**src/stepper_pkg.sv**
```systemverilog
// constants and types shared by the stepping motor sequencer and its pattern fifo
// assumes a single 100 MHz clock and an asynchronous active-high reset
`default_nettype none

package stepper_pkg;

  // ==========================================================
  // clock and step timebase
  localparam int CLK_PERIOD_NS = 10;
  localparam int TICK_NS = 1000;                          // one interval unit is 1 us
  localparam int TICK_CYCLES = (TICK_NS + CLK_PERIOD_NS - 1) / CLK_PERIOD_NS;
  localparam int TICK_W = 7;
  localparam logic [TICK_W-1:0] TICK_LAST = TICK_W'(TICK_CYCLES - 1);

  // ==========================================================
  // widths and depths
  localparam int PHASE_W = 4;
  localparam int PHASE_DEPTH = 8;
  localparam int PHASE_AW = 3;
  localparam int IVL_W = 16;
  localparam int IVL_DEPTH = 16;
  localparam int IVL_AW = 4;
  localparam int LEN_W = 5;
  localparam int FIFO_DEPTH = 16;

  // ==========================================================
  // table contents and reset values
  typedef logic [PHASE_W-1:0] phase_t;
  localparam phase_t TWO_PHASE_TBL [PHASE_DEPTH] = '{4'h3, 4'h9, 4'hC, 4'h6, 4'h3, 4'h9, 4'hC, 4'h6};
  localparam phase_t HALF_STEP_TBL [PHASE_DEPTH] = '{4'h3, 4'h1, 4'h9, 4'h8, 4'hC, 4'h4, 4'h6, 4'h2};
  localparam phase_t PHASE_OUT_RESET = 4'h0;
  localparam logic [IVL_W-1:0] IVL_RESET = 16'h0010;
  localparam logic TBL_PHASE = 1'b0;
  localparam logic TBL_IVL = 1'b1;

  // ==========================================================
  // run states, gray along idle -> ramp -> cruise
  typedef enum logic [1:0] {
    ST_IDLE = 2'b00,
    ST_RAMP = 2'b01,
    ST_CRUISE = 2'b11
  } run_state_t;

endpackage

`default_nettype wire

```
**src/fifo_if.sv**
```systemverilog
// handshake bundle between the sequencer and its pattern fifo
// assumes both ends run on the same clock
`default_nettype none

interface fifo_if #(parameter int WIDTH = 4);
  logic push_valid;
  logic push_ready;
  logic [WIDTH-1:0] push_data;
  logic pop_valid;
  logic pop_ready;
  logic [WIDTH-1:0] pop_data;
  logic flush;

  // ==========================================================
  // fifo side and user side
  modport store (input push_valid, input push_data, input pop_ready, input flush,
                 output push_ready, output pop_valid, output pop_data);
  modport user (output push_valid, output push_data, output pop_ready, output flush,
                input push_ready, input pop_valid, input pop_data);
endinterface

`default_nettype wire

```
**src/step_fifo.sv**
```systemverilog
// synchronous fifo with valid/ready on both sides and a flush
// assumes DEPTH is a power of two; memory itself is not reset
`default_nettype none

module step_fifo import stepper_pkg::*; #(
  parameter int WIDTH = 4,
  parameter int DEPTH = 16
) (
  // clock and reset
  input wire logic clk,
  input wire logic rst,
  // data path
  fifo_if.store port
);

  localparam int AW = $clog2(DEPTH);

  logic [WIDTH-1:0] mem [DEPTH];
  logic [AW:0] wr_reg, wr_next, rd_reg, rd_next;
  logic full, empty, push, pop;

  // ==========================================================
  // flags: extra pointer bit tells full from empty
  assign full = (wr_reg[AW] != rd_reg[AW]) && (wr_reg[AW-1:0] == rd_reg[AW-1:0]);
  assign empty = (wr_reg == rd_reg);
  assign push = port.push_valid && !full;
  assign pop = port.pop_ready && !empty;
  assign port.push_ready = !full;
  assign port.pop_valid = !empty;
  assign port.pop_data = mem[rd_reg[AW-1:0]];

  // pointer update; flush drops everything, a push in that cycle is lost too
  always_comb begin
    wr_next = wr_reg;
    rd_next = rd_reg;
    if (port.flush) begin
      wr_next = '0;
      rd_next = '0;
    end else begin
      if (push) wr_next = wr_reg + (AW+1)'(1);
      if (pop) rd_next = rd_reg + (AW+1)'(1);
    end
  end

  always_ff @(posedge clk or posedge rst) begin
    if (rst) begin
      wr_reg <= '0;
      rd_reg <= '0;
    end else begin
      wr_reg <= wr_next;
      rd_reg <= rd_next;
    end
  end

  // storage write
  always_ff @(posedge clk) begin
    if (push && !port.flush) mem[wr_reg[AW-1:0]] <= port.push_data;
  end

endmodule

`default_nettype wire

```
**src/stepper_ramp_phase_sequencer.sv**
```systemverilog
// four-phase stepping motor sequencer with a table-driven slow-up ramp; a stop ends the run at once, with no slow-down
// assumes synchronous control inputs on REF_CLK (100 MHz) and an asynchronous reset
// tables and run control come in on pins; the block has no software-visible registers
//
// Operation
// - phase channel copies table patterns into the pulse output data, one per step
// - interval channel copies table intervals into the step timer count register
// - completion pulse raised by the interval channel when the ramp ends
// - pulse output unit in mode 0 presents each new pattern on the pins
// - after the ramp the motor keeps stepping at the last, constant interval
// - 4-bit patterns; two-phase 3,9,C,6 repeated; half-step 3,1,9,8,C,4,6,2
`default_nettype none

module stepper_ramp_phase_sequencer import stepper_pkg::*; (
  // clock and reset
  input wire logic REF_CLK,
  input wire logic RST,
  // run control
  input wire logic START,
  input wire logic STOP,
  input wire logic [LEN_W-1:0] RAMP_LEN,
  // table loading
  input wire logic PRESET,
  input wire logic HALF_STEP,
  input wire logic TBL_WR,
  input wire logic TBL_SEL,
  input wire logic [IVL_AW-1:0] TBL_ADDR,
  input wire logic [IVL_W-1:0] TBL_DATA,
  // motor phase pins
  output logic [PHASE_W-1:0] PHASE_OUT,
  // status
  output logic STEP_PULSE,
  output logic RAMP_DONE,
  output logic RUNNING,
  output logic CRUISING,
  output logic UNDERRUN,
  output logic [15:0] STEP_COUNT
);

  // ==========================================================
  // state
  run_state_t state_reg, state_next;
  phase_t phase_mem_reg [PHASE_DEPTH];
  phase_t phase_mem_next [PHASE_DEPTH];
  logic [IVL_W-1:0] ivl_mem_reg [IVL_DEPTH];
  logic [IVL_W-1:0] ivl_mem_next [IVL_DEPTH];
  logic [IVL_W-1:0] ivl_reg, ivl_next;
  logic [IVL_W-1:0] count_reg, count_next;
  logic [TICK_W-1:0] tick_reg, tick_next;
  logic [LEN_W-1:0] idx_reg, idx_next;
  logic [PHASE_AW-1:0] ptr_reg, ptr_next;
  phase_t phase_out_reg, phase_out_next;
  logic step_reg, step_next;
  logic done_reg, done_next;
  logic under_reg, under_next;
  logic [15:0] steps_reg, steps_next;
  logic tick, expiry, running;
  logic [LEN_W-1:0] last_idx;
  logic [IVL_W-1:0] ivl_fetch;
  // channel decisions shared by the groups below
  logic take_start, load_ivl, ramp_end;

  // handshake bundle to the pattern fifo
  fifo_if #(.WIDTH(PHASE_W)) ph_if ();

  // ==========================================================
  // pattern fifo between the phase channel and the pulse output unit
  step_fifo #(.WIDTH(PHASE_W), .DEPTH(FIFO_DEPTH)) u_fifo (
    .clk(REF_CLK),
    .rst(RST),
    .port(ph_if.store)
  );

  // ==========================================================
  // timer and channel strobes
  assign running = (state_reg != ST_IDLE);
  assign tick = running && (tick_reg == '0);
  // an interval of 0 behaves as 1 so the timer can never stall
  assign expiry = tick && (count_reg <= IVL_W'(1));
  assign last_idx = (RAMP_LEN == '0) ? '0 : RAMP_LEN - LEN_W'(1);
  assign ivl_fetch = ivl_mem_reg[idx_reg[IVL_AW-1:0]];

  // phase channel fills ahead; a full fifo stalls it, only steps and flushes drain it
  assign ph_if.push_valid = running;
  assign ph_if.push_data = phase_mem_reg[ptr_reg];
  assign ph_if.pop_ready = expiry;
  assign ph_if.flush = !running || START || STOP;

  // ==========================================================
  // phase table: preset wins over a write in the same cycle
  always_comb begin
    for (int i = 0; i < PHASE_DEPTH; i++) begin
      phase_mem_next[i] = phase_mem_reg[i];
    end
    if (PRESET) begin
      for (int i = 0; i < PHASE_DEPTH; i++) begin
        phase_mem_next[i] = HALF_STEP ? HALF_STEP_TBL[i] : TWO_PHASE_TBL[i];
      end
    end else if (TBL_WR && (TBL_SEL == TBL_PHASE)) begin
      phase_mem_next[TBL_ADDR[PHASE_AW-1:0]] = TBL_DATA[PHASE_W-1:0];
    end
  end

  // reset loads the two-phase set so a start straight after reset still turns the motor
  always_ff @(posedge REF_CLK or posedge RST) begin
    if (RST) begin
      for (int i = 0; i < PHASE_DEPTH; i++) begin
        phase_mem_reg[i] <= TWO_PHASE_TBL[i];
      end
    end else begin
      phase_mem_reg <= phase_mem_next;
    end
  end

  // interval table: a write in a preset cycle is dropped here too, like the phase table
  always_comb begin
    for (int i = 0; i < IVL_DEPTH; i++) begin
      ivl_mem_next[i] = ivl_mem_reg[i];
    end
    if (!PRESET && TBL_WR && (TBL_SEL == TBL_IVL)) begin
      ivl_mem_next[TBL_ADDR] = TBL_DATA;
    end
  end

  always_ff @(posedge REF_CLK or posedge RST) begin
    if (RST) begin
      for (int i = 0; i < IVL_DEPTH; i++) begin
        ivl_mem_reg[i] <= IVL_RESET;
      end
    end else begin
      ivl_mem_reg <= ivl_mem_next;
    end
  end

  // ==========================================================
  // run sequence: state, interval value, table index and the ramp-end pulse
  // start is taken only from idle, but a start held high while running flushes the pattern fifo every cycle
  assign take_start = (state_reg == ST_IDLE) && START && !STOP;
  assign load_ivl = (state_reg == ST_RAMP) && expiry;
  // a ramp of one entry or less is over at the start itself
  assign ramp_end = take_start ? (last_idx == '0) : (load_ivl && (idx_reg == last_idx));

  always_comb begin
    state_next = state_reg;
    ivl_next = ivl_reg;
    idx_next = idx_reg;
    // a stop in the same cycle aborts the ramp, so no completion is reported for it
    done_next = ramp_end && !STOP;
    unique case (state_reg)
      ST_IDLE: begin
        if (take_start) begin
          ivl_next = ivl_mem_reg[0];
          idx_next = LEN_W'(1);
          if (ramp_end) begin
            state_next = ST_CRUISE;
          end else begin
            state_next = ST_RAMP;
          end
        end
      end
      ST_RAMP: begin
        // each ramp step loads the next table entry
        if (load_ivl) begin
          ivl_next = ivl_fetch;
          idx_next = idx_reg + LEN_W'(1);
          if (ramp_end) begin
            state_next = ST_CRUISE;
          end
        end
      end
      ST_CRUISE: begin
        // the last loaded interval is kept for good
        ivl_next = ivl_reg;
      end
    endcase
    // stop holds the pins so the rotor keeps its position
    if (STOP) begin
      state_next = ST_IDLE;
    end
  end

  // run state registers
  always_ff @(posedge REF_CLK or posedge RST) begin
    if (RST) begin
      state_reg <= ST_IDLE;
      ivl_reg <= IVL_RESET;
      idx_reg <= '0;
      done_reg <= 1'b0;
    end else begin
      state_reg <= state_next;
      ivl_reg <= ivl_next;
      idx_reg <= idx_next;
      done_reg <= done_next;
    end
  end

  // ==========================================================
  // step interval timer: a prescaler makes the 1 us unit, the count spans the interval
  // the count is reloaded at the expiry itself, so the step spacing never drifts
  always_comb begin
    tick_next = tick_reg;
    count_next = count_reg;
    if (running) begin
      tick_next = (tick_reg == '0) ? TICK_LAST : tick_reg - TICK_W'(1);
      if (tick) begin
        count_next = count_reg - IVL_W'(1);
      end
    end
    if (take_start) begin
      tick_next = TICK_LAST;
      count_next = ivl_mem_reg[0];
    end else if (expiry) begin
      // ramp steps take the next table value, constant rate repeats the last one
      count_next = (state_reg == ST_CRUISE) ? ivl_reg : ivl_fetch;
    end
    // a restart always begins with a whole first unit
    if (STOP) begin
      tick_next = TICK_LAST;
    end
  end

  // timer registers
  always_ff @(posedge REF_CLK or posedge RST) begin
    if (RST) begin
      tick_reg <= TICK_LAST;
      count_reg <= IVL_RESET;
    end else begin
      tick_reg <= tick_next;
      count_reg <= count_next;
    end
  end

  // ==========================================================
  // phase channel walks the table from entry 0, wrapping after the last entry
  // it advances whenever the fifo has room, so in a flush cycle it moves on although the push is lost
  always_comb begin
    ptr_next = ptr_reg;
    if (take_start) begin
      ptr_next = '0;
    end else if (running && ph_if.push_ready) begin
      ptr_next = ptr_reg + PHASE_AW'(1);
    end
  end

  // table pointer register
  always_ff @(posedge REF_CLK or posedge RST) begin
    if (RST) begin
      ptr_reg <= '0;
    end else begin
      ptr_reg <= ptr_next;
    end
  end

  // ==========================================================
  // pulse output unit, mode 0: the new pattern and the step pulse share one edge
  always_comb begin
    phase_out_next = phase_out_reg;
    step_next = expiry;
    under_next = 1'b0;
    steps_next = steps_reg;
    if (take_start) begin
      steps_next = '0;
    end
    if (expiry) begin
      steps_next = steps_reg + 16'h0001;
      if (ph_if.pop_valid) begin
        phase_out_next = ph_if.pop_data;
      end else begin
        under_next = 1'b1;                                          // pins hold the old pattern
      end
    end
  end

  // output registers; the pins keep their pattern through stop and idle
  always_ff @(posedge REF_CLK or posedge RST) begin
    if (RST) begin
      phase_out_reg <= PHASE_OUT_RESET;
      step_reg <= 1'b0;
      under_reg <= 1'b0;
      steps_reg <= '0;
    end else begin
      phase_out_reg <= phase_out_next;
      step_reg <= step_next;
      under_reg <= under_next;
      steps_reg <= steps_next;
    end
  end

  // ==========================================================
  // outputs
  assign PHASE_OUT = phase_out_reg;
  assign STEP_PULSE = step_reg;
  assign RAMP_DONE = done_reg;
  assign RUNNING = running;
  assign CRUISING = (state_reg == ST_CRUISE);
  assign UNDERRUN = under_reg;
  assign STEP_COUNT = steps_reg;

endmodule

`default_nettype wire

```
**config.mk**
```make
export PLATFORM = sky130hd
export DESIGN_NAME = stepper_ramp_phase_sequencer
export DESIGN_NICKNAME = d
export VERILOG_FILES = /design/src/stepper_pkg.sv /design/src/fifo_if.sv /design/src/step_fifo.sv /design/src/stepper_ramp_phase_sequencer.sv
export SDC_FILE = /design/constraint.sdc
export NUM_CORES = 1
export LEC_CHECK = 0
export ABC_CLOCK_PERIOD_IN_PS = 12900
export BUFFER_PORTS_ARGS = -buffer_cell sky130_fd_sc_hd__buf_4
export CORE_ASPECT_RATIO = 0.8
export CORE_UTILIZATION = 40
export DETAILED_ROUTE_END_ITERATION = 8
export PLACE_DENSITY = 0.65
export SLEW_MARGIN = 40
export SYNTH_ARGS = -nofsm -noshare
export SYNTH_HDL_FRONTEND = slang
export SYNTH_SLANG_ARGS = --single-unit
```
**constraint.sdc**
```tcl
create_clock -name REF_CLK -period 12.9 [get_ports REF_CLK]
set_input_delay 0.645 -clock REF_CLK [delete_from_list [all_inputs] [get_ports REF_CLK]]
set_output_delay 0.645 -clock REF_CLK [all_outputs]
set_load 0.02 [all_outputs]
```
==> results.yml, run 1 <==
worst_setup_path:
  crit_path_start: "state_reg[0]"
  timing.rr.start: "state_reg[0]"
  regToRegSetupSlack_ns: 9.29
  timing.critical_path.required_ns: 13.37
  critical_path.max_fanout: 22
  r2r_end: "count_reg[12]"
  setup.worst_path.start_class: "flop"
  worstSetupEndpointType: "flop"
  arrival_ns: 4.08
  critPathKind: "flop to flop"
  worst-r2r-cell-count: 8
  endpoint: "count_reg[12]"
cells_and_area:
  final_cell_area_um2: 23000
  multiInputGateArea_um2: 8740
  drive_gt1_frac: 0.378
  finalNetCount: 1540
  antenna_cells_inserted: 0
  layout.area.seq_um2: 11200
  num-fill-cells: 4342
  syn2layout_area_growth_pct: 12.9
  largest_register_ffs: 256
logic_synthesis:
  yosys_synthesis_warning_count: 0
  synth_area_um2: 20400
  synthesis.instances: 1474
  synth.distinct_cells: 60
  portion_of_the_post_synthesis_area_used_by_sequential_elements: 0.551
  syn_avg_cell_area_um2: 13.8
  synth.ff_latch_count: 434
  number_of_enable_flip_flop_cells_after_synthesis: 64
  synthArstFlopShare: 0.853
  synth_fp_nets: 1520
  dominantRegCellSynth: "dfrtp_1"
timing:
  fmax_mhz: 277
  grt_setup_unrepaired: "no"
  fin_crit_sh: 0.280
  report.final.setup_viol: 0
  hold_viol: 0
  setup_tns_ns: 0
  final_period_minus_worst_setup_slack_ns: 3.61
  clock_skew_ns: 0.0240
  tightestPinTransition_ns: 0.838
  maxSlewViolCount: 0
  max_slew_margin: 0.441
clock_network:
  tritoncts: "built"
  clock_latency_ns: 0.58
  cts.htree.levels: 2
  cts_buffers: 46
  postCtsResizedCells: 0
  cts_hold_buffers: 0
  ctsLongestPathBuffers: 3
  ctsRootBufferMaster: "clkbuf_16"
  postCtsSetupBuffers: 0
  cts.clk_slew.worst_paths_ns: 0.06
  clock-sinks: 434
global_route:
  grt_max_degree: 129
  overflow: 0
  wire_length_of_the_first_global_routing_pass_um: 74400
  antenna_found_initial: 0
  grtUsageTotal: 0.187
  first_global_vias: 12626
power_and_ir_drop:
  switching_power_uw: 848
  power_frac_comb: 0.124
  cellLeakagePower_uw: 0.00991
  cellPowerDensity_nw_per_um2: 147
  power.switching_fraction: 0.250
  power.share.sequential: 0.496
  ir_worst_vdd_uv: 75.1
  p_clk_frac: 0.381
  cellInternalPower_uw: 2540
route:
  route.detailed.drc: 0
  via_count_of_the_routed_design: 12324
  wl_per_cell_um: 21.2
  drt-total-wl_um: 46800
  drt_pass_1_iters: 6
  route.detailed.vias_per_inst: 5.59
  iteration_0_drc_count_of_the_detailed_router: 848
  postRouteAntennaNets: 0
die:
  core_um2: 50000
  die_y_um: 204
  floorplan.rows: 73
  die-width_um: 254
  start_util: 0.408
  die-area_um2: 51800
  top_level_ports: 58
flow_run:
  max_cap_violations: 0
hold_path:
  worst_hold_path_type: "input pin to asynchronous set/reset pin"
placement:
  dp_hpwl_um: 29600
  io_buffers: 57
  detailed_place.area_um2: 21500
  routabilityCongestion: 0.840
status:
  outcome: "complete, no violations"
[cells by family after synthesis]
logic type	share of synthesized area
XOR/XNOR	0.0138
adder cells (fa/ha/maj)	0.00799
flip-flops	0.551
AND/OR/NAND/NOR	0.0716
multiplexers	0.285
buffers and inverters	0.0234
AO/OA/AOI/OAI	0.0465
[cell type report]
cell class / instances / share of cell area
Sequential cell: 434 / 0.489
Clock inverter: 11 / 0.00441
Inverter: 17 / 0.00338
Timing Repair Buffer: 76 / 0.0266
Multi-Input combinational cell: 919 / 0.380
Clock buffer: 74 / 0.0595
Tap cell: 675 / 0.0367
[synthesized netlist by cell type, types with 5 or more instances]
master / count / area [um^2]
a211oi_1: 10 / 75.1
a21oi_1: 60 / 300
and3_1: 10 / 62.6
buf_1: 15 / 56.3
buf_2: 5 / 25.0
clkbuf_1: 82 / 308
dfrtp_1: 332 / 8310
dfstp_2: 38 / 998
edfxtp_1: 64 / 1920
ha_1: 13 / 163
inv_1: 14 / 52.6
mux2_2: 264 / 2970
mux2i_1: 63 / 631
mux4_2: 98 / 2210
nand2_1: 73 / 274
nand2b_1: 8 / 50.1
nand3_1: 25 / 125
nand3b_1: 6 / 45.0
nand4_1: 14 / 87.6
nor2_1: 77 / 289
nor2b_1: 14 / 87.6
nor3_1: 28 / 140
nor3b_1: 5 / 37.5
nor4_1: 8 / 50.1
o211ai_1: 5 / 37.5
o21ai_0: 45 / 225
o31ai_1: 6 / 45.0
or3_1: 7 / 43.8
xnor2_1: 9 / 78.8
xor2_1: 23 / 201
[cells in the final DEF (no fill, tap or decap), drive strengths merged, types with 3 or more instances in the layout]
master,Yosys,layout
o221ai,3,3
nor3,28,28
nor4b,4,4
clkinv,3,10
nand3,25,25
nor2b,14,14
mux4,98,98
o31ai,6,6
dfstp,38,38
a31oi,4,4
or4,4,4
dfrtp,332,332
ha,13,13
nand2b,8,8
nor4,10,10
o32ai,3,3
nand4,15,15
clkbuf,82,75
nor2,78,78
edfxtp,64,64
mux2i,63,63
and3,10,10
nand2,73,73
or3,8,8
a211oi,10,10
o22ai,4,4
inv,14,16
o211ai,5,5
nand3b,6,6
buf,22,75
a21oi,60,60
nor3b,5,5
mux2,264,264
xnor2,9,9
xor2,23,23
o21ai,47,47
a221o,3,3
[power by group through the flow]
stage | Combinational (uW) | Sequential, uW | Clock [uW]
floorplan | 332 | 1660 | 0
detailed placement | 422 | 1700 | 0
CTS | 424 | 1680 | 1320
finish | 419 | 1680 | 1290
global placement | 404 | 1690 | 0
global route | 463 | 1700 | 1380
[critical path, stage by stage (launching register included)]
cell and delay [ns]:
dfrtp_1 0.46, nor2_1 0.57, clkinv_1 0.43, nand3_1 0.55, or3_4 0.41, clkinv_2 0.36
nor4_1 0.43, and3_1 0.22, nor4_2 0.05
[layer usage]
metal,up-vias,wire (um),global-route usage
li1,5536,-,-
met5,-,0,0
met3,53,2270,0.0396
met1,6498,22200,0.271
met4,0,797,0.0441
met2,237,21600,0.286
[through the flow]
| step | util | worst slack (ns) | std cells | hold WS, ns | power, uW |
|---|---|---|---|---|---|
| 2_1_floorplan | - | 2.04 | 1474 | 0.449 | 1990 |
| 3_3_place_gp | 0.428 | 9.26 | 2120 | 0.465 | 2100 |
| 3_5_place_dp | 0.430 | 9.29 | 2120 | 0.472 | 2130 |
| 4_1_cts | 0.459 | 9.28 | 2205 | 0.196 | 3420 |
| 5_1_grt | 0.460 | 8.95 | 2206 | 0.199 | 3540 |
| 6_report | 0.460 | 9.29 | 2206 | 0.144 | 3390 |
[how the worst min path moves through the flow]
stage	from	endpoint	cells past startpoint
2_1_floorplan	ivl_reg[2]	ivl_reg[2]	2
3_3_place_gp	ivl_reg[7]	ivl_reg[7]	2
3_5_place_dp	ivl_reg[9]	ivl_reg[9]	2
4_1_cts	RST	PHASE_OUT[2]	2
5_1_grt	RST	phase_mem_reg[30]	2
6_report	RST	phase_mem_reg[30]	2
No activity file was read; power rests on OpenSTA's default activity.
==> run 2: changes to the inputs <==
Settings changed: ABC_CLOCK_PERIOD_IN_PS 12900 to 3800.
Clock period 12.9 ns to 3.8 ns, I/O delays scaled along.
==> run 2 against run 1 <==
Against the previous run: critical path type unchanged; combinational power increased to 3.4 times the previous value; critical path depth up 1; worst hold slack worse by 0.10 ns.
==> results.yml, run 2 (same netlist as run 1, synthesis figures left out) <==
power_and_ir_drop:
  cellInternalPower_uw: 8510
  switching_power_uw: 2850
  p_clk_frac: 0.371
  power.switching_fraction: 0.251
  fin_total_pwr_uw: 11400
  power_frac_comb: 0.127
  ir_worst_vdd_uv: 294
  power.share.sequential: 0.501
  cellPowerDensity_nw_per_um2: 488
  cellLeakagePower_uw: 0.0101
cells_and_area:
  finalNetCount: 1580
  final_cell_area_um2: 23300
  antenna_cells_inserted: 0
  syn2layout_area_growth_pct: 14.2
  drive_gt1_frac: 0.372
  largest_register_ffs: 256
  most-common-layout-cells: "329 x dfrtp_1, 264 x mux2_2, 98 x mux4_2"
  finish.cell_count_without_fillers: 2243
  mostFrequentLayoutCell: "dfrtp_1"
die:
  die-area_um2: 51800
  floorplan.rows: 73
  die-width_um: 254
  start_util: 0.408
  top_level_ports: 58
  core_um2: 50000
  die_y_um: 204
timing:
  fmax_mhz: 303
  final_period_minus_worst_setup_slack_ns: 3.30
  maxSlewViolCount: 0
  fin_worst_setup_slack_ns: 0.504
  tightestPinTransition_ns: 0.838
  max_slew_margin: 0.440
  report.final.setup_viol: 0
  hold_viol: 0
  final.hold.worst_slack_ns: 0.0418
  fin_crit_sh: 0.867
  clock_skew_ns: 0.0217
  grt_setup_unrepaired: "no"
clock_network:
  cts_buffers: 44
  cts.clk_slew.worst_paths_ns: 0.06
  cts.htree.levels: 2
  ctsRootBufferMaster: "clkbuf_16"
  postCtsSetupBuffers: 0
  tritoncts: "built"
  ctsLongestPathBuffers: 3
  clock_latency_ns: 0.59
  clock-sinks: 434
route:
  drt-total-wl_um: 46900
  via_count_of_the_routed_design: 12428
  postRouteAntennaNets: 0
  route.detailed.drc: 0
  wl_per_cell_um: 20.9
  drt_pass_1_iters: 5
  route.detailed.vias_per_inst: 5.54
  iteration_0_drc_count_of_the_detailed_router: 980
placement:
  detailed_place.area_um2: 21600
  dp_hpwl_um: 30300
  post-place-ws_ns: 0.587
  routabilityCongestion: 0.854
  number_of_placed_instances_with_taps_included: 2141
  io_buffers: 57
status:
  outcome: "complete, no violations"
worst_setup_path:
  timing.critical_path.required_ns: 4.26
  setup.worst_path.start_class: "flop"
  worstSetupEndpointType: "flop"
  critical_path.max_fanout: 32
  arrival_ns: 3.75
  critPathKind: "flop to flop"
global_route:
  grtUsageTotal: 0.189
  grt_max_degree: 118
  first_global_vias: 13107
  overflow: 0
  wire_length_of_the_first_global_routing_pass_um: 76300
  antenna_found_initial: 0
flow_run:
  max_cap_violations: 0
hold_path:
  worst_hold_path_type: "input pin to flop"
[run 2: changes by cell type in the layout (fill, tap and decap cells not counted), sizes merged]
cell | previous run | this run
inv | 16 | 15
dlygate4sd3 | 0 | 22
clkinv | 10 | 12
clkbuf | 75 | 68
buf | 75 | 96
[run 2: per-layer routing]
metal | vias up | wire length (um) | global-route usage
li1 | 5599 | - | -
met1 | 6518 | 22300 | 0.274
met2 | 243 | 21500 | 0.294
met3 | 68 | 2070 | 0.0301
met4 | 0 | 1040 | 0.0540
met5 | - | 0 | 0
[run 2: worst paths after layout]
check	endpoint	slack, ns	start	cells after the start
setup / recovery	ivl_reg[15]	0.50	tick_reg[0]	9
hold / removal	phase_mem_reg[23]	0.04	TBL_DATA[3]	3
setup reg to reg	ivl_reg[15]	0.50	tick_reg[0]	9
hold reg to reg	ivl_reg[7]	0.49	ivl_reg[7]	2
max in group asynchronous	ivl_mem_reg[53]	2.48	RST	4
min in group asynchronous	phase_mem_reg[9]	0.29	RST	3
[run 2: power by group through the flow]
stage | clock (uW) | combinational [uW] | sequential, uW
2_1_floorplan | 0 | 1130 | 5630
3_3_place_gp | 0 | 1390 | 5750
3_5_place_dp | 0 | 1440 | 5770
4_1_cts | 4320 | 1460 | 5690
5_1_grt | 4510 | 1600 | 5760
6_report | 4220 | 1440 | 5690
[run 2: metrics by stage]
stage,TNS (ns),util
finish,0,0.466
floorplan,-439.94,-
detailed placement,0,0.433
global placement,0,0.433
global route,0,0.466
CTS,0,0.466
[run 2: final cells by class]
class / count / area, um^2
multi-input combinational: 919 / 8700
clock inverter: 12 / 113
timing repair buffer: 118 / 1020
tap: 675 / 845
fill: 4354 / 26700
sequential: 434 / 11200
inverter: 17 / 68.8
clock buffer: 68 / 1280
[run 2: worst max-delay path, cell delays in order, from the launching register on]
cell and delay, ns:
dfstp_2 0.37, inv_1 0.11, ha_1 0.16, nor4b_1 0.52, nand3_1 0.50, buf_4 0.31
nor4_4 0.51, nor2_2 0.08, buf_4 0.25, a221o_1 0.37
[run 2: repair_timing]
item                                   in CTS  in global routing
hold buffers                               22                  0
resized for setup                           0                  0
endpoints found under the hold margin     207                  0
==> run 3: changes to the inputs <==
Settings changed: ABC_AREA set to 1, CTS_CLUSTER_SIZE set to 25.
==> run 3 against run 2 <==
Against the previous run: sequential power is 6.9% higher; core utilization about the same; critical endpoint is now CRUISING; non-clock buffer count grew 1; die area increased by 1.1%.
==> results.yml, run 3 <==
power_and_ir_drop:
  cellLeakagePower_uw: 0.0104
  power_frac_comb: 0.229
  cellInternalPower_uw: 9270
  switching_power_uw: 4510
  ir_worst_vdd_uv: 320
  power.share.sequential: 0.441
  power.switching_fraction: 0.327
  p_clk_frac: 0.329
  cellPowerDensity_nw_per_um2: 589
logic_synthesis:
  synthesis.instances: 2493
  synthXorXnorAreaFrac: 0.00851
  synth_simple_gate_area_share: 0.201
  main_combinational_cell_family_by_area_after_synthesis: "simple AND/OR/NAND/NOR gates"
  most_instantiated_library_cell_after_synthesis: "nand2_1"
  synthMuxAreaShare: 0.000486
  synth.distinct_cells: 41
  yosys_synthesis_warning_count: 0
  synth_common_cells: "553 x nand2_1, 490 x o21ai_0, 332 x dfrtp_1"
  synth_fp_nets: 2539
  synthArstFlopShare: 0.853
  portion_of_the_post_synthesis_area_used_by_sequential_elements: 0.545
  synth.ff_latch_count: 434
  syn_avg_cell_area_um2: 8.26
  synth_area_um2: 20600
  number_of_enable_flip_flop_cells_after_synthesis: 64
  synth.top_cells.by_area: "dfrtp_1 40%, o21ai_0 12%, nand2_1 10%, edfxtp_1 9.3%, nor2_1 5.9%"
  synth-adder-area-share: 0.00790
  post-synth-top-area-cell: "dfrtp_1"
  post-synth-top-area-fraction: 0.404
  dominantRegCellSynth: "dfrtp_1"
  synth-compound-area-share: 0.179
timing:
  clock_skew_ns: 0.0131
  maxSlewViolCount: 0
  grt_setup_unrepaired: "no"
  fin_crit_sh: 0.771
  final_period_minus_worst_setup_slack_ns: 2.93
  hold_viol: 0
  report.final.setup_viol: 0
  setup_tns_ns: 0
  tightestPinTransition_ns: 0.757
  max_slew_margin: 0.496
  fmax_mhz: 341
cells_and_area:
  largest_register_ffs: 256
  syn2layout_area_growth_pct: 13.6
  most-common-layout-cells: "553 x nand2_1, 490 x o21ai_0, 330 x dfrtp_1"
  mostFrequentLayoutCell: "nand2_1"
  layout.area.seq_um2: 11200
  drive_gt1_frac: 0.0894
  antenna_cells_inserted: 0
  finalNetCount: 2551
  num-fill-cells: 4822
  multiInputGateArea_um2: 8190
  final_core_util: 0.465
clock_network:
  ctsLongestPathBuffers: 3
  ctsRootBufferMaster: "clkbuf_16"
  clock-sinks: 434
  clock_latency_ns: 0.56
  postCtsResizedCells: 0
  tritoncts: "built"
  cts.htree.levels: 2
  cts.clk_slew.worst_paths_ns: 0.06
  cts_buffers: 44
  cts_hold_buffers: 20
  postCtsSetupBuffers: 0
hold_path:
  worst_hold_path_type: "input pin to flop"
worst_setup_path:
  worstSetupEndpointType: "output port"
  critical-path-max-stage-delay_ns: 0.75
  worst_path_max_delay_cell: "clkinv_1"
  worstPathBufferInverterCount: 2
  setup.worst_path.start_class: "flop"
  critPathKind: "flop to output port"
  critical_path.top_delay_family: "buffers and inverters"
  timing.critical_path.cells: "nand2_1 > clkinv_1 > buf_4"
  timing.critical_path.required_ns: 3.61
  critical_path.max_fanout: 17
  arrival_ns: 2.74
placement:
  io_buffers: 57
  dp_hpwl_um: 37500
  routabilityCongestion: 0.892
flow_run:
  max_cap_violations: 0
die:
  die_y_um: 205
  die-width_um: 256
  die-area_um2: 52400
  top_level_ports: 58
  floorplan.rows: 73
  core_um2: 50200
  start_util: 0.410
global_route:
  first_global_vias: 17078
  grt_most_used_layer: "met2"
  grt_max_degree: 101
  overflow: 0
  grtUsageTotal: 0.223
  use_met3: 0.0469
  grt_use_met1: 0.331
  antenna_found_initial: 0
  use_met2: 0.332
  wire_length_of_the_first_global_routing_pass_um: 94100
route:
  route.detailed.vias_per_inst: 5.45
  postRouteAntennaNets: 0
  route.detailed.drc: 0
  iteration_0_drc_count_of_the_detailed_router: 1871
  via_count_of_the_routed_design: 17521
  drt-total-wl_um: 57900
  drt_pass_1_iters: 5
  wl_per_cell_um: 18.0
status:
  outcome: "complete, no violations"
==> run 3: cell types whose count changed after synthesis, moves of 62 or more <==
| cell | delta |
|---|---|
| mux4_2 | -98 |
| nor2_1 | +244 |
| mux2_2 | -264 |
| inv_1 | +133 |
| o21ai_0 | +445 |
| mux2i_1 | -62 |
| nand2_1 | +480 |
| nand3_1 | +88 |
==> run 3: cell families (layout without fill, tap and decap cells) <==
kind of cell | Yosys count | count (layout)
buf+inv | 309 | 355
xor+xnor | 20 | 20
fa+ha+maj | 13 | 13
simple gates | 1029 | 1029
mux | 1 | 1
flops | 434 | 434
compound gates | 687 | 687
==> run 3: area by class of cell <==
type,count,share of cell area
tap,675,0.0361
multi-input combinational,1750,0.350
clock buffer,59,0.0525
clock inverter,21,0.0112
sequential,434,0.480
timing repair buffer,119,0.0439
inverter,156,0.0253
==> run 3: path summary, 6_finish.rpt <==
path / start / endpoint / slack [ns] / cells after the start
setup / recovery: state_reg[1] / CRUISING / 0.87 / 3
min in group asynchronous: RST / ivl_mem_reg[76] / 0.20 / 3
hold / removal: START / tick_reg[2] / 0.03 / 4
setup reg to reg: tick_reg[0] / STEP_COUNT[12] / 1.09 / 9
max in group asynchronous: RST / phase_mem_reg[17] / 2.53 / 5
hold reg to reg: ivl_mem_reg[152] / ivl_mem_reg[152] / 0.48 / 2
==> run 3: metrics by stage <==
| stage | worst slack, ns | cells | total power, uW | hold WS (ns) | area (um^2) |
|---|---|---|---|---|---|
| 2_1_floorplan | -1.33 | 2493 | 8250 | 0.307 | 20600 |
| 5_1_grt | 0.690 | 3214 | 14600 | 0.0631 | 23400 |
| 3_5_place_dp | 1.17 | 3114 | 9250 | 0.235 | 21700 |
| 6_report | 0.870 | 3214 | 13800 | 0.0297 | 23400 |
| 4_1_cts | 0.765 | 3214 | 13800 | 0.0169 | 23400 |
| 3_3_place_gp | 1.24 | 3113 | 9150 | 0.404 | 21700 |
==> run 3: routing by layer <==
| metal | share of wire | vias up |
|---|---|---|
| met4 | 0.017 | 0 |
| met5 | 0 | - |
| met1 | 0.48 | 8485 |
| met3 | 0.080 | 79 |
| li1 | - | 8333 |
| met2 | 0.43 | 624 |
==> run 3: worst reg2reg max path: stages (launching register included) <==
cell	delay, ns
dfstp_2	0.37
inv_1	0.11
ha_1	0.17
nand2_1	0.09
nor3_4	0.49
nand3_2	0.58
inv_2	0.32
nand4_1	0.19
o21bai_1	0.18
o31ai_1	0.09
==> run 3: power groups by stage <==
stage	registers, uW	clock network [uW]	logic, uW
floorplan	5890	0	2360
global placement	6120	0	3030
detailed placement	6140	0	3110
CTS	6060	4610	3150
global route	6160	4790	3620
finish	6080	4540	3160
